`src/pio_defs.svh`:
```
// register offsets, reset values and rule summary for the port block
// assumes an 8-bit special-function register space driven by the cpu core
//
// What this block does
// - a write to a port data register is held in that port's latch, which drives the pins via the router.
// - a latch 0 drives the pin low, a latch 1 drives high if push-pull or floats if open-drain.
// - reading a port data register gives 0 for every pin set as an analog input.
// - reading a port data register gives the sampled pin level of each digital input.
// - an input-mode bit of 0 puts the pin in analog mode with pullup, driver and receiver off.
// - an output-mode bit of 0 makes the pin open-drain and 1 makes it push-pull. Port two keeps bits 7:1 at 0, so those pins stay open-drain.
// - the output-mode bit has no effect while the pin is in analog mode.
// - a bypass bit of 1 makes the router pass over that pin, 0 leaves it available.
// - a match event is raised while masked pin levels differ from the masked compare value.
// - a mask bit of 0 keeps its pin out of the match comparison.
// - each overdrive bit selects normal mode at 0 and high-impedance overdrive at 1.
// - read-modify-write reads of a port data register return the latch, not the pins.
// - a match event requests an interrupt when enabled and wakes the oscillator from suspend.
`ifndef PIO_DEFS_SVH
`define PIO_DEFS_SVH

`define PIO_P1_LATCH_ADDR 8'h90
`define PIO_P2_LATCH_ADDR 8'hA0
`define PIO_P1_OMODE_ADDR 8'hA5
`define PIO_P2_OMODE_ADDR 8'hA6
`define PIO_P0_OVDRV_ADDR 8'hB0
`define PIO_P1_MASK_ADDR 8'hBF
`define PIO_P1_VALUE_ADDR 8'hCF
`define PIO_P1_BYPASS_ADDR 8'hD5
`define PIO_P2_BYPASS_ADDR 8'hD6
`define PIO_P1_IMODE_ADDR 8'hF2
`define PIO_P2_IMODE_ADDR 8'hF3

`define PIO_LATCH_RST 8'hFF
`define PIO_OMODE_RST 8'h00
`define PIO_OVDRV_RST 8'h00
`define PIO_MASK_RST 8'h00
`define PIO_VALUE_RST 8'hFF
`define PIO_BYPASS_RST 8'h00
`define PIO_IMODE_RST 8'hFF
`define PIO_P2_OMODE_WMASK 8'h01
`define PIO_UNMAPPED_READ 8'h00

`endif

```
`src/pio_pkg.sv`:
```
// shared types for the port block
// assumes nothing beyond the defs header
package pio_pkg;

  typedef struct packed {
    logic [7:0] out;
    logic [7:0] oe;
  } pio_drv_t;

  typedef struct packed {
    logic [7:0] sel;
    logic [7:0] dat;
  } pio_xbar_t;

  typedef struct packed {
    logic [7:0] addr;
    logic wr;
    logic rd;
    logic rmw;
    logic [7:0] wdata;
  } pio_sfr_t;

endpackage

```
`src/pio_port.sv`:
```
// port one/two pin logic, match detector and port zero overdrive select
// assumes sfr requests and pin inputs are synchronous to clk
`timescale 1ns/1ns
`include "pio_defs.svh"

module pio_port (
  input wire logic clk,
  input wire logic rstn,
  input wire pio_pkg::pio_sfr_t sfr,
  output logic [7:0] sfr_rdata,
  input wire logic [7:0] p1_pin_in,
  input wire logic [7:0] p2_pin_in,
  input wire pio_pkg::pio_xbar_t p1_xbar,
  input wire pio_pkg::pio_xbar_t p2_xbar,
  output pio_pkg::pio_drv_t p1_drv,
  output pio_pkg::pio_drv_t p2_drv,
  output logic [7:0] p1_analog_en,
  output logic [7:0] p2_analog_en,
  output logic [7:0] p1_pullup_en,
  output logic [7:0] p2_pullup_en,
  output logic [7:0] p1_router_bypass,
  output logic [7:0] p2_router_bypass,
  output logic [7:0] p0_overdrive,
  input wire logic match_interrupt_enable,
  output logic match_evt,
  output logic match_irq,
  output logic osc_wake
);

  ////////////////////////////////////////////////////////////////
  // register state
  logic [7:0] p1_latch_r, p1_latch_nxt;
  logic [7:0] p2_latch_r, p2_latch_nxt;
  logic [7:0] p1_omode_r, p1_omode_nxt;
  logic [7:0] p2_omode_r, p2_omode_nxt;
  logic [7:0] p0_ovdrv_r, p0_ovdrv_nxt;
  logic [7:0] p1_mask_r, p1_mask_nxt;
  logic [7:0] p1_value_r, p1_value_nxt;
  logic [7:0] p1_bypass_r, p1_bypass_nxt;
  logic [7:0] p2_bypass_r, p2_bypass_nxt;
  logic [7:0] p1_imode_r, p1_imode_nxt;
  logic [7:0] p2_imode_r, p2_imode_nxt;
  logic [7:0] rdata_r, rdata_nxt;

  logic [7:0] p1_rd_pins;
  logic [7:0] p2_rd_pins;

  // analog pins read as zero
  assign p1_rd_pins = p1_pin_in & p1_imode_r;
  assign p2_rd_pins = p2_pin_in & p2_imode_r;

  always_comb begin
    p1_latch_nxt = p1_latch_r;
    p2_latch_nxt = p2_latch_r;
    p1_omode_nxt = p1_omode_r;
    p2_omode_nxt = p2_omode_r;
    p0_ovdrv_nxt = p0_ovdrv_r;
    p1_mask_nxt = p1_mask_r;
    p1_value_nxt = p1_value_r;
    p1_bypass_nxt = p1_bypass_r;
    p2_bypass_nxt = p2_bypass_r;
    p1_imode_nxt = p1_imode_r;
    p2_imode_nxt = p2_imode_r;
    if (sfr.wr) begin
      unique case (sfr.addr)
        `PIO_P1_LATCH_ADDR: p1_latch_nxt = sfr.wdata;
        `PIO_P2_LATCH_ADDR: p2_latch_nxt = sfr.wdata;
        `PIO_P1_OMODE_ADDR: p1_omode_nxt = sfr.wdata;
        `PIO_P2_OMODE_ADDR: p2_omode_nxt = sfr.wdata & `PIO_P2_OMODE_WMASK;
        `PIO_P0_OVDRV_ADDR: p0_ovdrv_nxt = sfr.wdata;
        `PIO_P1_MASK_ADDR: p1_mask_nxt = sfr.wdata;
        `PIO_P1_VALUE_ADDR: p1_value_nxt = sfr.wdata;
        `PIO_P1_BYPASS_ADDR: p1_bypass_nxt = sfr.wdata;
        `PIO_P2_BYPASS_ADDR: p2_bypass_nxt = sfr.wdata;
        `PIO_P1_IMODE_ADDR: p1_imode_nxt = sfr.wdata;
        `PIO_P2_IMODE_ADDR: p2_imode_nxt = sfr.wdata;
        default: ;
      endcase
    end
  end

  always_ff @(posedge clk or negedge rstn) begin
    if (!rstn) begin
      p1_latch_r <= `PIO_LATCH_RST;
      p2_latch_r <= `PIO_LATCH_RST;
      p1_omode_r <= `PIO_OMODE_RST;
      p2_omode_r <= `PIO_OMODE_RST;
      p0_ovdrv_r <= `PIO_OVDRV_RST;
      p1_mask_r <= `PIO_MASK_RST;
      p1_value_r <= `PIO_VALUE_RST;
      p1_bypass_r <= `PIO_BYPASS_RST;
      p2_bypass_r <= `PIO_BYPASS_RST;
      p1_imode_r <= `PIO_IMODE_RST;
      p2_imode_r <= `PIO_IMODE_RST;
    end else begin
      p1_latch_r <= p1_latch_nxt;
      p2_latch_r <= p2_latch_nxt;
      p1_omode_r <= p1_omode_nxt;
      p2_omode_r <= p2_omode_nxt;
      p0_ovdrv_r <= p0_ovdrv_nxt;
      p1_mask_r <= p1_mask_nxt;
      p1_value_r <= p1_value_nxt;
      p1_bypass_r <= p1_bypass_nxt;
      p2_bypass_r <= p2_bypass_nxt;
      p1_imode_r <= p1_imode_nxt;
      p2_imode_r <= p2_imode_nxt;
    end
  end

  ////////////////////////////////////////////////////////////////
  // read path
  always_comb begin
    rdata_nxt = rdata_r;
    if (sfr.rd) begin
      unique case (sfr.addr)
        `PIO_P1_LATCH_ADDR: rdata_nxt = sfr.rmw ? p1_latch_r : p1_rd_pins;
        `PIO_P2_LATCH_ADDR: rdata_nxt = sfr.rmw ? p2_latch_r : p2_rd_pins;
        `PIO_P1_OMODE_ADDR: rdata_nxt = p1_omode_r;
        `PIO_P2_OMODE_ADDR: rdata_nxt = p2_omode_r & `PIO_P2_OMODE_WMASK;
        `PIO_P0_OVDRV_ADDR: rdata_nxt = p0_ovdrv_r;
        `PIO_P1_MASK_ADDR: rdata_nxt = p1_mask_r;
        `PIO_P1_VALUE_ADDR: rdata_nxt = p1_value_r;
        `PIO_P1_BYPASS_ADDR: rdata_nxt = p1_bypass_r;
        `PIO_P2_BYPASS_ADDR: rdata_nxt = p2_bypass_r;
        `PIO_P1_IMODE_ADDR: rdata_nxt = p1_imode_r;
        `PIO_P2_IMODE_ADDR: rdata_nxt = p2_imode_r;
        default: rdata_nxt = `PIO_UNMAPPED_READ;
      endcase
    end
  end

  always_ff @(posedge clk or negedge rstn) begin
    if (!rstn) begin
      rdata_r <= 8'h00;
    end else begin
      rdata_r <= rdata_nxt;
    end
  end

  ////////////////////////////////////////////////////////////////
  // pin drivers
  function automatic pio_pkg::pio_drv_t pin_drive(
    input logic [7:0] dval,
    input logic [7:0] imode,
    input logic [7:0] omode
  );
    pio_pkg::pio_drv_t d;
    d.out = dval & imode;
    // low always driven, high only when push-pull, analog never
    d.oe = imode & (~dval | omode);
    return d;
  endfunction

  logic [7:0] p1_dval, p2_dval;
  pio_pkg::pio_drv_t p1_drv_r, p1_drv_nxt;
  pio_pkg::pio_drv_t p2_drv_r, p2_drv_nxt;
  logic [7:0] p1_an_r, p1_an_nxt, p2_an_r, p2_an_nxt;
  logic [7:0] p1_pu_r, p1_pu_nxt, p2_pu_r, p2_pu_nxt;

  always_comb begin
    // router data takes the pin where selected, else the latch
    p1_dval = (p1_xbar.sel & p1_xbar.dat) | (~p1_xbar.sel & p1_latch_r);
    p2_dval = (p2_xbar.sel & p2_xbar.dat) | (~p2_xbar.sel & p2_latch_r);
    p1_drv_nxt = pin_drive(p1_dval, p1_imode_r, p1_omode_r);
    p2_drv_nxt = pin_drive(p2_dval, p2_imode_r, p2_omode_r);
    p1_an_nxt = ~p1_imode_r;
    p2_an_nxt = ~p2_imode_r;
    p1_pu_nxt = p1_imode_r;
    p2_pu_nxt = p2_imode_r;
  end

  always_ff @(posedge clk or negedge rstn) begin
    if (!rstn) begin
      p1_drv_r <= '0;
      p2_drv_r <= '0;
      p1_an_r <= 8'h00;
      p2_an_r <= 8'h00;
      p1_pu_r <= 8'h00;
      p2_pu_r <= 8'h00;
    end else begin
      p1_drv_r <= p1_drv_nxt;
      p2_drv_r <= p2_drv_nxt;
      p1_an_r <= p1_an_nxt;
      p2_an_r <= p2_an_nxt;
      p1_pu_r <= p1_pu_nxt;
      p2_pu_r <= p2_pu_nxt;
    end
  end

  ////////////////////////////////////////////////////////////////
  // match detector
  logic match_nxt, irq_nxt;
  logic match_r, irq_r, wake_r;

  always_comb begin
    match_nxt = (p1_rd_pins & p1_mask_r) != (p1_value_r & p1_mask_r);
    irq_nxt = match_nxt & match_interrupt_enable;
  end

  always_ff @(posedge clk or negedge rstn) begin
    if (!rstn) begin
      match_r <= 1'b0;
      irq_r <= 1'b0;
      wake_r <= 1'b0;
    end else begin
      match_r <= match_nxt;
      irq_r <= irq_nxt;
      wake_r <= match_nxt;
    end
  end

  ////////////////////////////////////////////////////////////////
  // outputs
  assign sfr_rdata = rdata_r;
  assign p1_drv = p1_drv_r;
  assign p2_drv = p2_drv_r;
  assign p1_analog_en = p1_an_r;
  assign p2_analog_en = p2_an_r;
  assign p1_pullup_en = p1_pu_r;
  assign p2_pullup_en = p2_pu_r;
  assign p1_router_bypass = p1_bypass_r;
  assign p2_router_bypass = p2_bypass_r;
  assign p0_overdrive = p0_ovdrv_r;
  assign match_evt = match_r;
  assign match_irq = irq_r;
  assign osc_wake = wake_r;
endmodule

```
`config.mk`:
```
export PLATFORM = sky130hd
export DESIGN_NAME = pio_port
export DESIGN_NICKNAME = d
export VERILOG_FILES = /design/src/pio_pkg.sv /design/src/pio_port.sv
export VERILOG_INCLUDE_DIRS = /design/src
export SDC_FILE = /design/constraint.sdc
export NUM_CORES = 1
export LEC_CHECK = 0
export BUFFER_PORTS_ARGS = -buffer_cell sky130_fd_sc_hd__clkbuf_2
export CAP_MARGIN = 15
export CORE_MARGIN = 5
export CORE_UTILIZATION = 45
export CTS_CLUSTER_DIAMETER = 60
export DETAILED_ROUTE_END_ITERATION = 10
export PLACE_DENSITY_LB_ADDON = 0.05
export SYNTH_ARGS = -nofsm -noshare
export SYNTH_HDL_FRONTEND = slang
export SYNTH_SLANG_ARGS = --single-unit
```
`constraint.sdc`:
```
create_clock -name clk -period 1.7 [get_ports clk]
set_input_delay 0.17 -clock clk [delete_from_list [all_inputs] [get_ports clk]]
set_output_delay 0.17 -clock clk [all_outputs]
set_load 0.05 [all_outputs]
```
After elaboration in Yosys (flattened, before gate mapping)
Index checks and enable logic that the tools add are counted.
- eq/ne operators: 12
- mux-type cells: 3
- bitwise gates (word level): 23
- reduce and logical (&&, ||, !) cells: 11
- operators with widths (kind ; number):
    $and A8 B8 Y8 ; 12
    $eq A8 B8 Y1 const B ; 11
    $pmux W8 S11 ; 1
    $not A8 Y8 ; 6
    $or A8 B8 Y8 ; 3
    $reduce_and A2 Y1 ; 11
    $mux W8 ; 2
    $ne A8 B8 Y1 ; 1
    $or A8 B1 Y8 ; 1
    $and A1 B1 Y1 ; 1
- register bits after elaboration: 155
- input port bits: 70
- output and inout bits: 99
- logic and storage cells: 71

Longest topological paths before layout
- word-level depth: 6
- mapped depth: 7
- gate-level depth less buffers: 5

Worst setup path after synthesis
No wires, ideal clock.
- kind: in2reg
- start: in sfr[15] (netlist bit)
- end: reg rdata_r[6], in the netlist sfr_rdata[6]
- setup time: 0.094 ns
- data arrival time: 1.492 ns
- required time: 1.606 ns
- setup slack: 0.114 ns
- stages: 7
- buffers on the path: 2
- path through: buf_2 -> inv_1 -> or3_1 -> clkbuf_2 -> o311ai_2 -> nor4_4 -> a211oi_1
- longest elaborated chain between the ends: 2
- elaborated cells between the ends (all ways): 12
- those cells by class: 11 x eq/ne; 1 x mux
- RTL lines (element ; RTL line ; RTL):
    start: declaration ; pio_port.sv:9 ; input wire pio_pkg::pio_sfr_t sfr,
    $eq A8 B8 Y1 ; pio_port.sv:115 ; unique case (sfr.addr)
    $pmux W8 S11 (*) ; pio_port.sv:115 ;
    end signal: assignment ; pio_port.sv:136 ; rdata_r <= rdata_nxt;
    end: declaration ; pio_port.sv:43 ; logic [7:0] rdata_r, rdata_nxt;
Mark *: on every way between the ends. The rest lies on a longest branch, timed or not.
A chain may end at the register's enable or synchronous reset.

Worst setup path after layout
- start: reg p1_imode_r[7]
- end: reg wake_r, in the netlist osc_wake
- longest elaborated chain between the ends: 3
- RTL lines (element ; RTL line ; RTL):
    start: declaration ; pio_port.sv:41 ; logic [7:0] p1_imode_r, p1_imode_nxt;
    start signal: assignment ; pio_port.sv:93 ; p1_imode_r <= `PIO_IMODE_RST;
    start signal: assignment ; pio_port.sv:105 ; p1_imode_r <= p1_imode_nxt;
    $and A8 B8 Y8 ; pio_port.sv:49 ; assign p1_rd_pins = p1_pin_in & p1_imode_r;
    $and A8 B8 Y8 ; pio_port.sv:196 ; match_nxt = (p1_rd_pins & p1_mask_r) != (p1_value_r & p1_mask_r);
    $ne A8 B8 Y1 ; pio_port.sv:196 ;
    named net match_nxt ; pio_port.sv:192 ; logic match_nxt, irq_nxt;
    end signal: assignment ; pio_port.sv:208 ; wake_r <= match_nxt;
    end: declaration ; pio_port.sv:193 ; logic match_r, irq_r, wake_r;
The timed path passes the listed nets, and every way through them passes these cells.

==> run summary <==
STA
----------------------------------------------------------------------------------------
Max-slew headroom at the worst pin                                                 72.6%
Pins Over Slew Limit                                                                   0
Final hold violations                                                                  0
Hold slack final                                                               0.0154 ns
Clock tree skew after final layout                                             0.0123 ns
Actual transition at the worst max-transition pin                               0.401 ns
Share of the clock period used by the worst path after layout                      96.3%
Final-report setup violation count                                                     0
Maximum frequency from static timing analysis                                    611 MHz
Minimum period implied by the final worst setup slack                            1.64 ns
Unrepaired setup endpoints after global routing                                       no

DRT
----------------------------------------------------------------------------------------
First-pass iteration count of the detailed router                                      4
Drt total wl                                                                     19.0 mm
Starting DRT DRC Count                                                               265
Number of nets with antenna violations after routing                                   0
Per-cell via count in the routed design                                             5.27
Post-route DRC violation count                                                         0
Total via count in the routed design                                                5102
Drt wl/cell                                                                      19.7 um

PLACEMENT
----------------------------------------------------------------------------------------
Instance count after placement with tap cells included                               933
Global placement routability congestion                                            0.889
Total half-perimeter wirelength after legalization and detailed placement        14.8 mm
Count of port buffers added during placement                                         168

FLOORPLAN
----------------------------------------------------------------------------------------
I/O pin total                                                                        169
Core area                                                                     14500 um^2
Die width                                                                         132 um
Die outline area                                                              17300 um^2
Die Y                                                                             132 um
Starting density of the core                                                       45.9%
Number of cell rows                                                                   44

YOSYS
----------------------------------------------------------------------------------------
Cells after Synth                                                                    546
Proportion of synthesized chip area in sequential cells                            58.9%
Top flip-flop cell by instance count after synthesis                        sky130_fd_sc_hd__dfrtp_1
Post-synth EDFFs                                                                       0
Post-Synthesis Net Count                                                             616
Number of synthesized register bits                                                  155
Cell types with the largest area share after synthesis                      sky130_fd_sc_hd__dfrtp_1 43%, sky130_fd_sc_hd__dfstp_2 16%, sky130_fd_sc_hd__mux2_2 12%, sky130_fd_sc_hd__mux2i_1 3.6%, sky130_fd_sc_hd__nor2_1 2.8%
Number of warnings issued by yosys                                                     0
Post-synth design cell area                                                    6670 um^2
Top cell type by total area after synthesis                                 sky130_fd_sc_hd__dfrtp_1
Share of flip-flops with an asynchronous set or reset after synthesis               100%
Number of distinct library cells after synthesis                                      54
Post-synthesis average cell area                                               12.2 um^2
Top cell type's share of synthesized area                                          43.2%

POWER AND IR DROP
----------------------------------------------------------------------------------------
Share of total power in sequential cells                                           43.5%
Portion of total power attributed to combinational logic                           13.6%
Maximum resistive drop on vdd                                                 0.000574 V
Total design power                                                               9.30 mW
LEAKAGE                                                                          4.32 nW
Internal power component                                                         6.79 mW
Total power density per cell area                                           1060 nW/um^2
Fraction of power consumed by the clock network                                    42.9%
Switching fraction of total power                                                  27.0%
Switching power total                                                            2.51 mW

GLOBAL ROUTING
----------------------------------------------------------------------------------------
Most congested layer reported by global routing                                     met2
First-pass GRT wire length                                                       30.1 mm
Routing usage on met1                                                              30.0%
Via count of the first global-routing pass                                          5329
GR met2 Demand/Resource                                                            35.8%
Overflow left after global routing                                                     0
Global routing met3 resource utilization                                           5.31%
Largest net degree at the start of global routing                                     44
Overall track demand over capacity in global routing                               22.3%
Antenna violations before repair                                                       0

FINISH
----------------------------------------------------------------------------------------
Layout filler cell count                                                            1207
Area taken by multi-input logic gates                                          2520 um^2
Footprint of the flip-flops and latches                                        3930 um^2
Final Net Count                                                                      841
Share of post-route cells with drive strength above 1                              49.5%
Antenna diode instance count                                                           0
Layout-stage area growth over the synthesis result                                 32.2%
Most frequent standard cell in the layout excluding fill and tap cells      sky130_fd_sc_hd__clkbuf_2
Final cell count without fillers                                                     968
Leading cell types in the layout, fill and taps excluded                    167 x sky130_fd_sc_hd__clkbuf_2, 115 x sky130_fd_sc_hd__dfrtp_1, 73 x sky130_fd_sc_hd__mux2_2, 58 x sky130_fd_sc_hd__buf_4, 50 x sky130_fd_sc_hd__nor2_1

CLOCK TREE
----------------------------------------------------------------------------------------
Insertion delay to the later sink of the worst-skew pair                         0.42 ns
Clock tree from TritonCTS                                                           done
Inserted Clock Buffers                                                                17
Number of levels the H-tree was split into                                             4
Total number of clock tree sinks                                                     155
Number of gates resized after CTS                                                      0
Register clock-pin slew on the reported worst setup and hold paths               0.07 ns
Maximum count of clock buffers along a single path                                     2
Clock tree root driver cell                                                 sky130_fd_sc_hd__clkbuf_16
Total setup buffers inserted after CTS                                                 0

JOB
----------------------------------------------------------------------------------------
Max capacitance violation total                                                        0

WORST HOLD PATH
----------------------------------------------------------------------------------------
Hold/Removal Path Class                                                     input port to flop

SETUP PATH
----------------------------------------------------------------------------------------
Crit Path Max Fanout                                                                   4
Required time at the endpoint of the critical path                               2.00 ns
Data arrival time at the worst-slack endpoint                                    1.94 ns
Critical Path Sink Type                                                             flop
Kind of start point of the critical path                                            flop
Type of the worst setup path                                                flop to flop

RUN STATUS
----------------------------------------------------------------------------------------
Run status                                                                  complete, no violations

[per-layer routing]
layer  wire length [um]  vias to the layer above
li1                   -                     2377
met1               8330                     2550
met2               9180                      150
met3               1180                       25
met4                351                        0
met5                  0                        -
[cell usage after synthesis (2+ instances only)]
cell type,number
sky130_fd_sc_hd__dfrtp_1,115
sky130_fd_sc_hd__mux2_2,73
sky130_fd_sc_hd__nor2_1,50
sky130_fd_sc_hd__nand2_1,48
sky130_fd_sc_hd__dfstp_2,40
sky130_fd_sc_hd__o21ai_0,28
sky130_fd_sc_hd__mux2i_1,24
sky130_fd_sc_hd__inv_1,21
sky130_fd_sc_hd__a22oi_1,14
sky130_fd_sc_hd__buf_2,12
sky130_fd_sc_hd__clkbuf_1,12
sky130_fd_sc_hd__a211oi_1,9
sky130_fd_sc_hd__a22o_1,9
sky130_fd_sc_hd__and2_1,8
sky130_fd_sc_hd__xnor2_1,8
sky130_fd_sc_hd__nand3_1,7
sky130_fd_sc_hd__a21oi_1,5
sky130_fd_sc_hd__nand2b_1,5
sky130_fd_sc_hd__and4bb_2,4
sky130_fd_sc_hd__nor2b_1,4
sky130_fd_sc_hd__o22ai_1,4
sky130_fd_sc_hd__o2bb2ai_1,4
sky130_fd_sc_hd__a221oi_1,3
sky130_fd_sc_hd__or3_1,3
sky130_fd_sc_hd__a2111oi_0,2
sky130_fd_sc_hd__a32o_1,2
sky130_fd_sc_hd__buf_4,2
sky130_fd_sc_hd__nand4b_1,2
sky130_fd_sc_hd__nor3_1,2
sky130_fd_sc_hd__o221ai_1,2
[power by group through the flow]
stage | clock network [mW] | logic, mW | registers (mW)
after floorplan | 0 | 0.354 | 4.52
after global placement | 0 | 1.26 | 4.11
after detailed placement | 0 | 1.27 | 4.11
after CTS | 4.07 | 1.28 | 4.05
after global routing | 4.24 | 1.36 | 4.08
final | 3.99 | 1.26 | 4.05
[per-stage QoR]
| stage | area, um^2 | TNS (ns) | setup WS (ns) | utilization [%] |
|---|---|---|---|---|
| 2_1_floorplan | 6670 | 0 | 0.114 | - |
| 3_3_place_gp | 8150 | -0.171 | -0.0322 | 56.1 |
| 3_5_place_dp | 8150 | -0.725 | -0.0483 | 56.1 |
| 4_1_cts | 8810 | 0 | 0.0484 | 60.6 |
| 5_1_grt | 8810 | 0 | 0.00229 | 60.6 |
| 6_report | 8810 | 0 | 0.0630 | 60.6 |
[kinds of logic after synthesis]
logic type | after synthesis | synth area share (%)
flops | 155 | 58.9
simple gates | 145 | 11.1
mux | 97 | 15.9
compound gates | 90 | 9.52
buf+inv | 50 | 3.28
xor+xnor | 9 | 1.18
[sequential cells by signal, indices dropped and copies added, names as in the netlist]
register / count
p1_imode_r: 8
osc_wake: 1
p2_imode_r: 8
p1_router_bypass: 8
p2_analog_en: 8
p1_drv: 16
sfr_rdata: 8
p1_value_r: 8
p2_pullup_en: 8
p1_latch_r: 8
match_irq: 1
p0_overdrive: 8
p1_pullup_en: 8
p1_mask_r: 8
p2_omode_r: 1
p1_analog_en: 8
p2_latch_r: 8
p2_drv: 16
p1_omode_r: 8
p2_router_bypass: 8
[final cells by class]
class,instances,share of cell area (%)
Clock buffer,21,5.45
Timing Repair Buffer,234,16.0
Inverter,22,0.937
Multi-Input combinational cell,341,28.6
Clock inverter,11,1.76
Tap cell,184,2.61
Sequential cell,155,44.6
[timing repair]
item | in CTS | in global routing
setup endpoints to repair | 0 | 1
hold buffers | 3 | 0
hold endpoints to repair | 83 | 0
[worst paths after layout]
kind	start	to	slack [ns]	depth (start not counted)
worst max-delay path	p1_imode_r[7]	osc_wake	0.06	5
worst min-delay path	p1_xbar[6]	p1_drv[14]	0.02	3
max in group asynchronous	rstn	p1_value_r[3]	0.84	3
min in group asynchronous	rstn	p2_analog_en[2]	0.22	2
worst min register to register	p1_imode_r[7]	p1_pullup_en[7]	0.42	0
worst max register to register	p1_imode_r[7]	osc_wake	0.06	5
[critical path, cell delays in order (launching register included)]
cell	delay, ns
sky130_fd_sc_hd__dfstp_2	0.55
sky130_fd_sc_hd__nand2_1	0.11
sky130_fd_sc_hd__xnor2_1	0.16
sky130_fd_sc_hd__a22oi_1	0.26
sky130_fd_sc_hd__nand2_1	0.13
sky130_fd_sc_hd__or3_1	0.32
No activity file was read; power rests on OpenSTA's default activity.
